===== src/logic/dsm_pkg.sv =====
package dsm_pkg;
	// =====================================================
	// timing
	// =====================================================
	localparam int CLK_HZ = 20_000_000;
	localparam int CONV_CLK_HZ = 400_000; // conversion clock, full scale fits the normal time
	localparam int CONV_DIV = CLK_HZ / CONV_CLK_HZ;
	localparam int UP_PERIODS = 1000;
	localparam int AUTO_RATE_HZ = 5;
	localparam int AUTO_PERIOD = CLK_HZ / AUTO_RATE_HZ;
	localparam int NORMAL_MS = 9;
	localparam int OVERLOAD_MS = 11;
	localparam int OVERLOAD_CYC = (CLK_HZ / 1000) * OVERLOAD_MS;
	localparam int MAX_COUNT = 1999;
	localparam int THOUSAND = 1000;

	// =====================================================
	// types
	// =====================================================
	typedef enum logic [1:0] {
		DSM_IDLE,
		DSM_ARMED,
		DSM_UP,
		DSM_DOWN
	} dsm_state_e;

	typedef struct packed {
		logic [3:0] hundreds;
		logic [3:0] tens;
		logic [3:0] units;
		logic thousand;
	} dsm_count_s;

	typedef struct packed {
		logic suspend_n;
		logic convert_n;
		logic sign_blank_n;
	} dsm_ctrl_s;

	typedef struct packed {
		logic [3:0] bcd_hundreds;
		logic [3:0] bcd_tens;
		logic [3:0] bcd_units;
		logic beyond_thousand;
		logic over_full_scale;
		logic polarity;
		logic sign_lit;
		logic status;
	} dsm_result_s;
endpackage : dsm_pkg


===== src/logic/dsm_decade.sv =====
// =====================================================
// cascaded decimal ramp-down counter
// =====================================================
module dsm_decade (
	input wire logic clk,
	input wire logic reset_n,
	input wire logic clear,
	input wire logic step,
	output dsm_pkg::dsm_count_s count,
	output logic full
);
	import dsm_pkg::*;
	dsm_count_s cnt_q, cnt_d;

	// bcd increment of one digit with carry out
	function automatic logic [4:0] dec_inc(input logic [3:0] d, input logic cin);
		logic [4:0] r;
		r = {1'b0, d};
		if (cin) begin
			if (d == 4'h9) begin
				r = 5'h10;
			end else begin
				r = {1'b0, d + 4'h1};
			end
		end
		return r;
	endfunction : dec_inc

	// next count
	always_comb begin
		logic [4:0] u;
		logic [4:0] t;
		logic [4:0] h;
		u = 5'h00;
		t = 5'h00;
		h = 5'h00;
		cnt_d = cnt_q;
		if (clear) begin
			cnt_d = '0;
		end else if (step) begin
			u = dec_inc(cnt_q.units, 1'b1);
			t = dec_inc(cnt_q.tens, u[4]);
			h = dec_inc(cnt_q.hundreds, t[4]);
			cnt_d.units = u[3:0];
			cnt_d.tens = t[3:0];
			cnt_d.hundreds = h[3:0];
			cnt_d.thousand = cnt_q.thousand | h[4];
		end
	end

	always_ff @(posedge clk or negedge reset_n) begin
		if (!reset_n) begin
			cnt_q <= '0;
		end else begin
			cnt_q <= cnt_d;
		end
	end

	assign count = cnt_q;
	// count sits at 1999
	assign full = cnt_q.thousand && cnt_q.hundreds == 4'h9 && cnt_q.tens == 4'h9
		&& cnt_q.units == 4'h9;
endmodule : dsm_decade


===== src/logic/dsm_sequencer.sv =====
module dsm_sequencer #(
	parameter bit NEG_POLARITY = 1'b0,
	parameter int AUTO_CYCLES = dsm_pkg::AUTO_PERIOD,
	parameter int TICK_CYCLES = dsm_pkg::CONV_DIV
) (
	input wire logic clk,
	input wire logic reset_n,
	input dsm_pkg::dsm_ctrl_s ctrl,
	input wire logic comparator_baseline,
	input wire logic input_positive,
	input wire logic [3:0] point_select_n,
	output logic integrate_up,
	output logic integrate_down,
	output dsm_pkg::dsm_result_s result,
	output logic [3:0] point_lit
);
	import dsm_pkg::*;

	// =====================================================
	// input synchronisers
	// =====================================================
	logic [5:0] meta_q, meta_d;
	logic [5:0] sync_q, sync_d;
	logic suspend_n_s, convert_n_s, sign_blank_n_s, baseline_s, positive_s;
	logic conv_prev_q, conv_prev_d;
	logic [3:0] point_meta_q, point_sync_q;

	always_comb begin
		meta_d = {ctrl.suspend_n, ctrl.convert_n, ctrl.sign_blank_n,
			comparator_baseline, input_positive, 1'b0};
		sync_d = meta_q;
		conv_prev_d = convert_n_s;
	end

	always_ff @(posedge clk or negedge reset_n) begin
		if (!reset_n) begin
			meta_q <= 6'h38;
			sync_q <= 6'h38;
			conv_prev_q <= 1'b1;
			point_meta_q <= 4'hF;
			point_sync_q <= 4'hF;
		end else begin
			meta_q <= meta_d;
			sync_q <= sync_d;
			conv_prev_q <= conv_prev_d;
			point_meta_q <= point_select_n;
			point_sync_q <= point_meta_q;
		end
	end

	assign suspend_n_s = sync_q[5];
	assign convert_n_s = sync_q[4];
	assign sign_blank_n_s = sync_q[3];
	assign baseline_s = sync_q[2];
	assign positive_s = sync_q[1];

	// pulse edges, gated by hold
	logic trig_fall, trig_rise;
	assign trig_fall = conv_prev_q && !convert_n_s && !suspend_n_s;
	assign trig_rise = !conv_prev_q && convert_n_s && !suspend_n_s;

	// =====================================================
	// conversion clock tick
	// =====================================================
	// divider period sets both phase lengths and so the conversion time
	localparam int DIV_W = $clog2(TICK_CYCLES);
	logic [DIV_W-1:0] div_q, div_d;
	logic tick;

	always_comb begin
		tick = (div_q == DIV_W'(TICK_CYCLES - 1));
		div_d = tick ? '0 : div_q + DIV_W'(1);
	end

	always_ff @(posedge clk or negedge reset_n) begin
		if (!reset_n) begin
			div_q <= '0;
		end else begin
			div_q <= div_d;
		end
	end

	// =====================================================
	// sequencer
	// =====================================================
	localparam int AUTO_W = $clog2(AUTO_PERIOD + 1);
	localparam int UP_W = $clog2(UP_PERIODS + 1);

	dsm_state_e state_q, state_d;
	logic [AUTO_W-1:0] auto_q, auto_d;
	logic [UP_W-1:0] up_q, up_d;
	logic armed_q, armed_d;
	logic status_q, status_d;
	logic overload_q, overload_d;
	logic pol_q, pol_d;
	dsm_count_s held_q, held_d;
	dsm_count_s live;
	logic cnt_clear, cnt_step, cnt_full;

	dsm_decade u_decade (
		.clk(clk),
		.reset_n(reset_n),
		.clear(cnt_clear),
		.step(cnt_step),
		.count(live),
		.full(cnt_full)
	);

	// next state of the conversion sequence
	always_comb begin
		state_d = state_q;
		auto_d = auto_q;
		up_d = up_q;
		armed_d = armed_q;
		status_d = status_q;
		overload_d = overload_q;
		pol_d = pol_q;
		held_d = held_q;
		cnt_clear = 1'b0;
		cnt_step = 1'b0;
		case (state_q)
			DSM_IDLE: begin
				// free-running self trigger only while unheld
				if (suspend_n_s) begin
					if (auto_q == AUTO_W'(AUTO_CYCLES - 1)) begin
						auto_d = '0;
						armed_d = 1'b1;
						status_d = 1'b1;
					end else begin
						auto_d = auto_q + AUTO_W'(1);
					end
				end else begin
					auto_d = '0;
				end
				if (trig_fall) begin
					status_d = 1'b1;
				end
				if (trig_rise && status_q) begin
					armed_d = 1'b1;
				end
				if (armed_q) begin
					state_d = DSM_ARMED;
				end
			end
			DSM_ARMED: begin
				// wait for conversion clock edge, at most one period
				if (tick) begin
					armed_d = 1'b0;
					cnt_clear = 1'b1;
					up_d = '0;
					state_d = DSM_UP;
				end
			end
			DSM_UP: begin
				if (tick) begin
					if (up_q == UP_W'(UP_PERIODS - 1)) begin
						state_d = DSM_DOWN;
					end else begin
						up_d = up_q + UP_W'(1);
					end
				end
			end
			DSM_DOWN: begin
				if (baseline_s || (tick && cnt_full)) begin
					overload_d = !baseline_s && cnt_full;
					pol_d = NEG_POLARITY ? !positive_s : positive_s;
					held_d = live;
					status_d = 1'b0;
					state_d = DSM_IDLE;
				end else if (tick) begin
					cnt_step = 1'b1;
				end
			end
			default: begin
				state_d = DSM_IDLE;
			end
		endcase
	end

	always_ff @(posedge clk or negedge reset_n) begin
		if (!reset_n) begin
			state_q <= DSM_IDLE;
			auto_q <= '0;
			up_q <= '0;
			armed_q <= 1'b0;
			status_q <= 1'b0;
			overload_q <= 1'b0;
			pol_q <= 1'b0;
			held_q <= '0;
		end else begin
			state_q <= state_d;
			auto_q <= auto_d;
			up_q <= up_d;
			armed_q <= armed_d;
			status_q <= status_d;
			overload_q <= overload_d;
			pol_q <= pol_d;
			held_q <= held_d;
		end
	end

	// =====================================================
	// outputs
	// =====================================================
	assign integrate_up = (state_q == DSM_UP);
	assign integrate_down = (state_q == DSM_DOWN);

	// result words follow the held count straight through
	always_comb begin
		result.bcd_hundreds = held_q.hundreds;
		result.bcd_tens = held_q.tens;
		result.bcd_units = held_q.units;
		result.beyond_thousand = held_q.thousand;
		result.over_full_scale = overload_q;
		result.polarity = pol_q;
		result.sign_lit = sign_blank_n_s;
		result.status = status_q;
	end

	assign point_lit = ~point_sync_q;

	// =====================================================
	// checks
	// =====================================================
	// clocks since the sequence left idle
	localparam int NORMAL_CYC = (CLK_HZ / 1000) * NORMAL_MS;
	int unsigned conv_cyc;
	always_ff @(posedge clk or negedge reset_n) begin
		if (!reset_n) begin
			conv_cyc <= 0;
		end else if (state_q == DSM_IDLE) begin
			conv_cyc <= 0;
		end else begin
			conv_cyc <= conv_cyc + 1;
		end
	end

	// clocks spent in the up phase of the current conversion
	int unsigned up_cyc;
	always_ff @(posedge clk or negedge reset_n) begin
		if (!reset_n) begin
			up_cyc <= 0;
		end else if (state_q == DSM_UP) begin
			up_cyc <= up_cyc + 1;
		end else if (state_q == DSM_ARMED) begin
			up_cyc <= 0;
		end
	end

	// status may only drop as ramp-down closes
	property status_valid;
		@(posedge clk) disable iff (!reset_n)
		$fell(status_q) |-> state_q == DSM_IDLE && $past(state_q) == DSM_DOWN;
	endproperty
	status_done_a: assert property (status_valid) else $error("status fell early");

	// convert pin edges, hold and self start
	trigger_fall_a: assert property (@(posedge clk) disable iff (!reset_n)
		trig_fall && state_q == DSM_IDLE |=> status_q) else $error("status not raised");

	rise_arms_a: assert property (@(posedge clk) disable iff (!reset_n)
		state_q == DSM_IDLE && trig_rise && status_q |=> armed_q)
		else $error("convert rise did not arm");

	hold_no_auto_a: assert property (@(posedge clk) disable iff (!reset_n)
		!suspend_n_s && !trig_rise && state_q == DSM_IDLE && !armed_q |=> !armed_q)
		else $error("self start while held");

	auto_rate_a: assert property (@(posedge clk) disable iff (!reset_n)
		suspend_n_s && state_q == DSM_IDLE && auto_q == AUTO_W'(AUTO_CYCLES - 1)
		|=> status_q && armed_q) else $error("self start missed");

	hold_finish_a: assert property (@(posedge clk) disable iff (!reset_n)
		state_q == DSM_UP && !suspend_n_s |=> state_q == DSM_UP || state_q == DSM_DOWN)
		else $error("hold cut a conversion");

	// phase lengths, ramp-down end, busy status, capture and overload
	up_length_a: assert property (@(posedge clk) disable iff (!reset_n)
		$fell(integrate_up) |-> up_q == UP_W'(UP_PERIODS - 1) && integrate_down)
		else $error("up phase length wrong");

	up_exact_a: assert property (@(posedge clk) disable iff (!reset_n)
		$fell(integrate_up) |-> up_cyc == UP_PERIODS * TICK_CYCLES)
		else $error("up phase clocks wrong");

	baseline_end_a: assert property (@(posedge clk) disable iff (!reset_n)
		state_q == DSM_DOWN && baseline_s |=> state_q == DSM_IDLE && !status_q)
		else $error("ramp-down not ended");

	busy_status_a: assert property (@(posedge clk) disable iff (!reset_n)
		state_q != DSM_IDLE |-> status_q) else $error("status low while converting");

	capture_a: assert property (@(posedge clk) disable iff (!reset_n)
		$fell(status_q) |-> held_q == $past(live)) else $error("count not captured");

	overload_a: assert property (@(posedge clk) disable iff (!reset_n)
		state_q == DSM_DOWN && tick && cnt_full && !baseline_s |=> overload_q)
		else $error("overload missed");

	// conversion time limits
	conv_time_a: assert property (@(posedge clk) disable iff (!reset_n)
		conv_cyc <= OVERLOAD_CYC) else $error("conversion too long");

	conv_normal_a: assert property (@(posedge clk) disable iff (!reset_n)
		state_q == DSM_DOWN && baseline_s |-> conv_cyc <= NORMAL_CYC)
		else $error("normal conversion too long");

	// sign blank reaches only the lit sign
	sign_blank_a: assert property (@(posedge clk) disable iff (!reset_n)
		result.sign_lit == sign_blank_n_s && $stable(pol_q) |-> $stable(result.polarity))
		else $error("blank touched polarity");

	// main scenarios
	auto_conv_c: cover property (@(posedge clk) disable iff (!reset_n)
		suspend_n_s && $rose(status_q));
	ext_conv_c: cover property (@(posedge clk) disable iff (!reset_n)
		trig_rise && status_q);
	over_c: cover property (@(posedge clk) disable iff (!reset_n) $rose(overload_q));
	held_conv_c: cover property (@(posedge clk) disable iff (!reset_n)
		!suspend_n_s && state_q == DSM_DOWN);
	blank_sign_c: cover property (@(posedge clk) disable iff (!reset_n)
		!sign_blank_n_s && result.polarity);
endmodule : dsm_sequencer


===== config.mk =====
export PLATFORM = sky130hd
export DESIGN_NAME = dsm_sequencer
export DESIGN_NICKNAME = d
export VERILOG_FILES = /design/src/logic/dsm_pkg.sv /design/src/logic/dsm_decade.sv /design/src/logic/dsm_sequencer.sv
export SDC_FILE = /design/constraint.sdc
export NUM_CORES = 1
export LEC_CHECK = 0
export BUFFER_PORTS_ARGS = -buffer_cell sky130_fd_sc_hd__buf_2
export CAP_MARGIN = 25
export CORE_MARGIN = 4
export CORE_UTILIZATION = 50
export DETAILED_ROUTE_END_ITERATION = 8
export GPL_TIMING_DRIVEN = 0
export HOLD_SLACK_MARGIN = 0.03
export PLACE_DENSITY = 0.73
export SETUP_SLACK_MARGIN = 0.2
export SYNTH_ARGS = -nofsm -noshare
export SYNTH_HDL_FRONTEND = slang
export SYNTH_SLANG_ARGS = --single-unit

===== constraint.sdc =====
create_clock -name clk -period 5.3 [get_ports clk]
set_input_delay 0 -clock clk [delete_from_list [all_inputs] [get_ports clk]]
set_output_delay 0 -clock clk [all_outputs]
set_load 0.01 [all_outputs]

==> results of run 1 <==
routing by layer:
| layer | track usage [%] | wire length, um | part of all wire [%] |
|---|---|---|---|
| met3 | 3.322 | 337 | 4.0 |
| met1 | 25.93 | 4021 | 48 |
| met4 | 7.358 | 133 | 1.6 |
| met5 | 0 | 0 | 0 |
| met2 | 28.24 | 3940 | 47 |
critical path, stage by stage, from the launching register on:
cell and delay (ns):
dfrtp_1 0.47, ha_1 0.25, and4b_1 0.21, and3_1 0.24
a21oi_1 0.37, nand2b_1 0.31, buf_4 0.26, mux2_2 0.35
registers in the layout (all words and copies together) (netlist names):
signal	cells
up_q	10
meta_q	5
sync_q	5
conv_prev_q	1
u_decade.count	13
auto_q	22
result	13
pol_q	1
armed_q	1
status_q	1
overload_q	1
state_q	2
div_q	6
point_sync_q	4
point_meta_q	4
power groups by stage:
stage	Sequential (mW)	Clock, mW	Combinational (mW)
2_1_floorplan	0.751	0	0.251
3_3_place_gp	0.756	0	0.345
3_5_place_dp	0.758	0	0.355
4_1_cts	0.745	0.472	0.364
5_1_grt	0.751	0.497	0.405
6_report	0.745	0.459	0.358
cells in the mapped netlist, types with 2 or more instances:
cell type / count
nand3b_1: 2
buf_4: 6
inv_1: 17
xor2_1: 11
nor2_1: 38
or4_1: 2
nand2b_1: 5
and2_1: 2
dfstp_2: 15
clkbuf_1: 9
xnor2_1: 14
nor4_1: 2
o211ai_1: 5
nor4b_1: 4
a21oi_1: 9
nor3_1: 19
nor3b_1: 2
and3_1: 7
a31oi_1: 2
o31ai_1: 3
mux2i_1: 2
a21o_1: 2
a211oi_1: 3
a22o_1: 2
nand4_1: 10
o21a_1: 5
and4_1: 4
nand4bb_1: 2
or2_2: 2
dfrtp_1: 74
ha_1: 12
buf_2: 2
o21ai_0: 20
nand3_1: 17
mux2_2: 14
a22oi_1: 2
nor2b_1: 5
nand2_1: 24
worst paths after layout:
check                      cells after the start  slack [ns]                        end                     startpoint
min in group clk                               2        0.27  point_meta_q[3]$_DFF_PN1_              point_select_n[3]
max                                            7        2.72     result[12]$_DFFE_PN0P_  u_decade.count[9]$_DFFE_PN0P_
max reg2reg                                    7        2.72     result[12]$_DFFE_PN0P_  u_decade.count[9]$_DFFE_PN0P_
max in group asynchronous                      3        4.58  point_meta_q[2]$_DFF_PN1_                        reset_n
min                                            2        0.06         div_q[3]$_DFF_PN0_                        reset_n
min reg2reg                                    0        0.36        sync_q[5]$_DFF_PN1_            meta_q[5]$_DFF_PN1_
stage by stage:
step,instance area (um2),util [%]
after global routing,4897,59.30
after CTS,4897,59.30
after detailed placement,4601,55.71
final,4897,59.30
after global placement,4571,55.35
after floorplan,4274,-
kinds of logic (layout without fill, tap and decap cells):
group	after synthesis	count (layout)	share of synthesized area (%)
AOI/OAI and AO/OA	63	63	10.10
xor gates and xnor gates	25	25	5.123
adders and majority gates	12	12	3.513
buffers and inverters	36	96	3.922
DFF	89	89	52.55
muxes	16	16	4.157
and+or+nand+nor	158	158	20.64
repair_timing:
action | in CTS | in global routing
hold buffers | 10 | 0
hold endpoints to repair | 85 | 0
setup buffers | 0 | 0
resized for setup | 0 | 0
cell type report:
cell class / count / area, um2 / share of cell area [%]
clock buffers: 9 / 123.9 / 2.529
inverters: 17 / 63.81 / 1.303
repair buffers: 44 / 295.3 / 6.030
well taps: 105 / 131.4 / 2.683
multi-input cells: 274 / 1861 / 37.99
plain buffers: 19 / 103.9 / 2.121
flip-flops and latches: 89 / 2246 / 45.86
clock inverters: 7 / 72.57 / 1.482
==> results.md, run 1 <==
- Status: finished, final reports clean
- Int Power: 1.042 mW
- Commonest non-fill, non-tap cell in the layout: dfrtp_1
- Share of layout cells above drive strength 1: 21.13%
- Syn Inst Count: 399
- Vias in the first global route: 3138
- Cts bufs inserted: 9
- Largest net degree at the start of global routing: 68
- Placed Cells: 538
- Asr flop ratio synth: 100.0%
- Seq pwr share: 47.7%
- Hold/Removal Path Class: input port to async pin
- Synth top area cells: dfrtp_1 (43%), dfstp_2 (9.2%), mux2_2 (3.7%), ha_1 (3.5%), nor2_1 (3.3%)
- RePlAce Congestion: 0.8502
- Startpoint Class: register
- Final ANT Viol Nets: 0
- Primary flip-flop cell chosen by synthesis mapping: dfrtp_1
- Mapped cell area: 0.004274 mm2
- Drt total wl: 8433 um
- Wire per inst: 14.95 um
- P_sw: 0.5201 mW
- Die Y: 100.5 um
- Via density: 5.613
- Highest Clock Rate: 0.3880 GHz
- Post-synth EDFFs: 0
- Synthesized Nets: 422
- Crit path DAT: 2.82 ns
- I/O pin count: 34
- Dpl hpwl: 5899 um
- Finish-stage setup viols: 0
- DRT iter0 DRCs: 122
- Fin crit share: 48.62%
- Kind of critical path: register to register
- Hold_ws: 0.05830 ns
- Final Non-Filler Cells: 564
- DR pass1 iterations: 4
- GR Overflow Total: 0
- Post-synthesis sequential area ratio: 52.55%
- Clock slew at reported path FFs: 0.10 ns
- CTS sink cnt: 89
- Clock group share of total power: 29.4%
- Max-slew violations: 0
- Drt drc: 0
- CTS tree: yes
- Site row count: 33
- Comb pwr share: 22.9%
- Max Cap Viol: 0
- Setup TNS: 0 ns
- Max_slew headroom: 53.01%
- Synth area leader: dfrtp_1
- Initial antenna violation count: 0
- Switching share of power: 33.30%
- Synth top area share: 43.33%
- Hold Vio Cnt, Final: 0
- Leakage: 2.216 nW
- Commonest cells after routing, fill and taps aside: dfrtp_1 (74), nor2_1 (38), buf_2 (34), nand2_1 (24), o21ai_0 (20)
- Synth cell types: 61
- H-tree levels: 3
- Crit path capture type: register
- Place WS: 2.743 ns
- Crit Path Max Fanout: 10
- Data required time of the worst path: 5.55 ns
- First-pass GRT wire length: 14940 um
- Starting density of the core: 51.76%
- Syn-to-layout area delta: 14.58%
- N_diodes: 0
- Worst skew pair latency: 0.36 ns
- Die ar.: 0.01009 mm2
- RSZ-0062 raised after global routing: false
- Port bufs: 33
- Actual slew at the worst max-slew pin: 0.6984 ns
- Synth Warn #: 0
- Power per cell area: 319.0 mW/mm2
- Seq cells post-synth: 89
- Clk root buf: clkbuf_8
- Gr usage total: 18.38%
- Via count: 3166
- Syn avg cell area: 10.71 um2
- Fin crit period: 2.577 ns
- Nets: 477
- Die extent in x: 100.5 um
- CTS Buffer Depth: 2
- Skew final: 0.01230 ns
- Total core area: 0.008258 mm2
- Final setup margin: 2.723 ns
- Total power: 1.562 mW
- Filler Cell Count: 672
- VDD IR max: 0.2110 mV
Note: power is estimated with default switching activity, not from simulation.
==> run 2: changes to the inputs <==
--- a/config.mk
+++ b/config.mk
@@ -5,6 +5,7 @@
 export SDC_FILE = /design/constraint.sdc
 export NUM_CORES = 1
 export LEC_CHECK = 0
+export ABC_AREA = 1
 export BUFFER_PORTS_ARGS = -buffer_cell sky130_fd_sc_hd__buf_2
 export CAP_MARGIN = 25
 export CORE_MARGIN = 4
@@ -12,7 +13,7 @@
 export DETAILED_ROUTE_END_ITERATION = 8
 export GPL_TIMING_DRIVEN = 0
 export HOLD_SLACK_MARGIN = 0.03
-export PLACE_DENSITY = 0.73
+export PLACE_DENSITY = 0.76
 export SETUP_SLACK_MARGIN = 0.2
 export SYNTH_ARGS = -nofsm -noshare
 export SYNTH_HDL_FRONTEND = slang
==> constraint.sdc (replaced) <==
create_clock -name clk -period 2.3 [get_ports clk]
set_input_delay 0 -clock clk [delete_from_list [all_inputs] [get_ports clk]]
set_output_delay 0 -clock clk [all_outputs]
set_load 0.01 [all_outputs]
==> results.md, run 2 <==
- Via count: 3632 (was 3166)
- Crit path capture type: register (unchanged)
- WL met3: 358 um (was 337 um)
- Fin crit share: 80.85% (was 48.62%)
- Commonest non-fill, non-tap cell in the layout: nand2_1 (was dfrtp_1)
- DR pass1 iterations: 5 (was 4)
- Data required time of the worst path: 2.56 ns (was 5.55 ns)
- Port bufs: 33 (unchanged)
- Via density: 5.226 (was 5.613)
- Syn-to-layout area delta: 14.61% (was 14.58%)
- Largest net degree at the start of global routing: 74 (was 68)
- N_diodes: 0 (unchanged)
- Highest Clock Rate: 0.5377 GHz (was 0.3880 GHz)
- Post-synthesis sequential area ratio: 49.39% (was 52.55%)
- Clock slew at reported path FFs: 0.10 ns (about the same)
- Vias in the first global route: 3680 (was 3138)
- Drt drc: 0 (unchanged)
- Skew final: 0.008519 ns (was 0.01230 ns)
- Crit Path Max Fanout: 9 (was 10)
- Die ar.: 0.01068 mm2 (was 0.01009 mm2)
- Synth cell types: 40 (was 61)
- Dpl hpwl: 6763 um (was 5899 um)
- Initial antenna violation count: 0 (unchanged)
- Commonest cells after routing, fill and taps aside: nand2_1 (107), dfrtp_1 (74), nor2_1 (59), inv_1 (56), nand3_1 (48) (was dfrtp_1 (74), nor2_1 (38), buf_2 (34), nand2_1 (24), o21ai_0 (20))
- Met2 WL: 4788 um (was 3940 um)
- DRT iter0 DRCs: 136 (was 122)
- Post-CTS resize count: 0 (unchanged)
- Hold Vio Cnt, Final: 0 (unchanged)
- Crit-path leading delay family: buffers and inverters (was simple AND/OR/NAND/NOR gates)
- Primary flip-flop cell chosen by synthesis mapping: dfrtp_1 (unchanged)
- First-pass GRT wire length: 16690 um (was 14940 um)
- I/O pin count: 34 (unchanged)
- GR Overflow Total: 0 (unchanged)
- Status: finished, final reports clean (unchanged)
- CTS Buffer Depth: 2 (unchanged)
- Max Used Layer: met4 (unchanged)
- Syn Inst Count: 525 (was 399)
- Kind of critical path: register to register (unchanged)
- Actual slew at the worst max-slew pin: 0.5309 ns (was 0.6984 ns)
- RePlAce Congestion: 0.8622 (was 0.8502)
- CTS sink cnt: 89 (unchanged)
- Syn avg cell area: 8.661 um2 (was 10.71 um2)
- Total core area: 0.008806 mm2 (was 0.008258 mm2)
- Filler Cell Count: 768 (was 672)
- Synth cell count leaders: nand2_1 (107), dfrtp_1 (74), nor2_1 (59) (was dfrtp_1 (74), nor2_1 (38), nand2_1 (24))
- Starting density of the core: 51.63% (was 51.76%)
- Max-slew violations: 0 (unchanged)
- Final ANT Viol Nets: 0 (unchanged)
- H-tree levels: 3 (unchanged)
- Leakage: 2.506 nW (was 2.216 nW)
- Synth Warn #: 0 (unchanged)
- VDD IR max: 0.4051 mV (was 0.2110 mV)
- Mapped cell area: 0.004547 mm2 (was 0.004274 mm2)
- Wire per inst: 13.58 um (was 14.95 um)
- Asr flop ratio synth: 100.0% (unchanged)
- Crit path DAT: 2.12 ns (was 2.82 ns)
- Nets: 605 (was 477)
- Crit path buffers/inverters: 4 (was 1)
- Seq cells post-synth: 89 (unchanged)
- Cts bufs inserted: 9 (unchanged)
- Synthesized Nets: 548 (was 422)
- Worst skew pair latency: 0.37 ns (was 0.36 ns)
- Finish-stage setup viols: 0 (unchanged)
- Die extent in x: 103.4 um (was 100.5 um)
- Gr usage total: 19.78% (was 18.38%)
- Power per cell area: 770.8 mW/mm2 (was 319.0 mW/mm2)
- Wl on met1: 4198 um (was 4021 um)
- Crit-path max cell delay: 0.42 ns (was 0.47 ns)
- Max reg flops: 22 (unchanged)
- Slowest CP cell: dfrtp_1 (unchanged)
- Most frequent cell after synthesis: nand2_1 (was dfrtp_1)
- Startpoint Class: register (unchanged)
- Clk root buf: clkbuf_8 (unchanged)
- Post-synth EDFFs: 0 (unchanged)
- Fin crit period: 1.860 ns (was 2.577 ns)
- Synth top area cells: dfrtp_1 (41%), nand2_1 (8.8%), dfstp_2 (8.7%), nand3_1 (5.3%), nor2_1 (4.9%) (was dfrtp_1 (43%), dfstp_2 (9.2%), mux2_2 (3.7%), ha_1 (3.5%), nor2_1 (3.3%))
- Site row count: 34 (was 33)
- Crit-path cells: inv_1 -> ha_1 -> buf_4 -> inv_2 -> nor2_4 -> and3_1 -> buf_2 -> nand2_1 -> o21ai_0 -> a21oi_1 (was ha_1 -> and4b_1 -> and3_1 -> a21oi_1 -> nand2b_1 -> buf_4 -> mux2_2)
- Synth top area share: 40.73% (was 43.33%)
- Max Cap Viol: 0 (unchanged)
- Drt total wl: 9439 um (was 8433 um)
- Hold/Removal Path Class: input port to register (was input port to async pin)
- CTS tree: yes (unchanged)
- Synth area leader: dfrtp_1 (unchanged)
- Share of layout cells above drive strength 1: 21.98% (was 21.13%)
- Max_slew headroom: 64.60% (was 53.01%)
- RSZ-0062 raised after global routing: false (unchanged)
- Register name with the most flops: auto_q (unchanged)
- Hold_ws: 0.2612 ns (was 0.05830 ns)
- Die Y: 103.4 um (was 100.5 um)
- Setup TNS: 0 ns (unchanged)
==> run 2: cell types whose count changed after synthesis, sizes merged, moves of 14 or more <==
cell   previous run  this run
nand2            24       120
inv              17        63
nand3            17        50
nor2             38        66
o21ai            20        39
mux2             14         0
==> run 2: layout make-up <==
type                    count  area [um2]  area share, %
clock buffers              10       148.9          2.857
plain buffers              12       96.34          1.849
clock inverters             6       65.06          1.248
multi-input cells         358        1953          37.48
repair buffers             46       315.3          6.050
inverters                  66       251.5          4.826
flip-flops and latches     89        2246          43.10
well taps                 108       135.1          2.593
==> run 2: kinds of logic (layout without fill, tap and decap cells) <==
logic type               after synthesis  count (layout)  share of synthesized area (%)
XOR/XNOR                              16              16                          3.082
AND/OR/NAND/NOR                      269             269                          27.90
AO/OA/AOI/OAI                         61              61                          8.669
adder cells (fa/ha/maj)               12              12                          3.302
buffers and inverters                 78             140                          7.650
flip-flops                            89              89                          49.39
==> run 2: repair_timing <==
| action | in CTS | in global routing |
|---|---|---|
| hold endpoints to repair | 83 | 0 |
| buffers inserted | 0 | 0 |
| hold buffers | 12 | 0 |
==> run 2: worst paths after layout <==
kind,slack [ns],cells after the start,to,startpoint
worst max-delay path,0.44,10,auto_q[13]$_DFFE_PN0P_,state_q[0]$_DFFE_PN0P_
min in group asynchronous,0.57,3,auto_q[10]$_DFFE_PN0P_,reset_n
worst min register to register,0.36,0,point_sync_q[0]$_DFF_PN1_,point_meta_q[0]$_DFF_PN1_
worst min-delay path,0.26,2,meta_q[5]$_DFF_PN1_,ctrl[2]
worst max register to register,0.44,10,auto_q[13]$_DFFE_PN0P_,state_q[0]$_DFFE_PN0P_
max in group asynchronous,0.96,4,auto_q[7]$_DFFE_PN0P_,reset_n
==> run 2: through the flow <==
stage / power [mW] / setup slack, ns / util [%] / area [um2] / cells
3_3_place_gp: 2.831 / 0.4887 / 55.04 / 4847 / 666
4_1_cts: 4.032 / 0.4431 / 59.18 / 5211 / 695
2_1_floorplan: 2.560 / 0.7055 / - / 4547 / 525
5_1_grt: 4.266 / 0.2396 / 59.18 / 5211 / 695
3_5_place_dp: 2.878 / 0.4579 / 55.39 / 4877 / 667
6_report: 4.017 / 0.4404 / 59.18 / 5211 / 695
==> run 2: layer usage <==
layer	vias to the layer above	GRT usage, %
met5	-	0
met1	1739	25.40
met2	72	33.68
met3	8	3.421
met4	0	6.972
li1	1813	-
==> run 2: power breakdown <==
group	internal, mW	leakage (nW)	switching, mW
Sequential	1.67	1.16	0.0705
Clock	0.493	0.109	0.653
Combinational	0.372	1.24	0.761
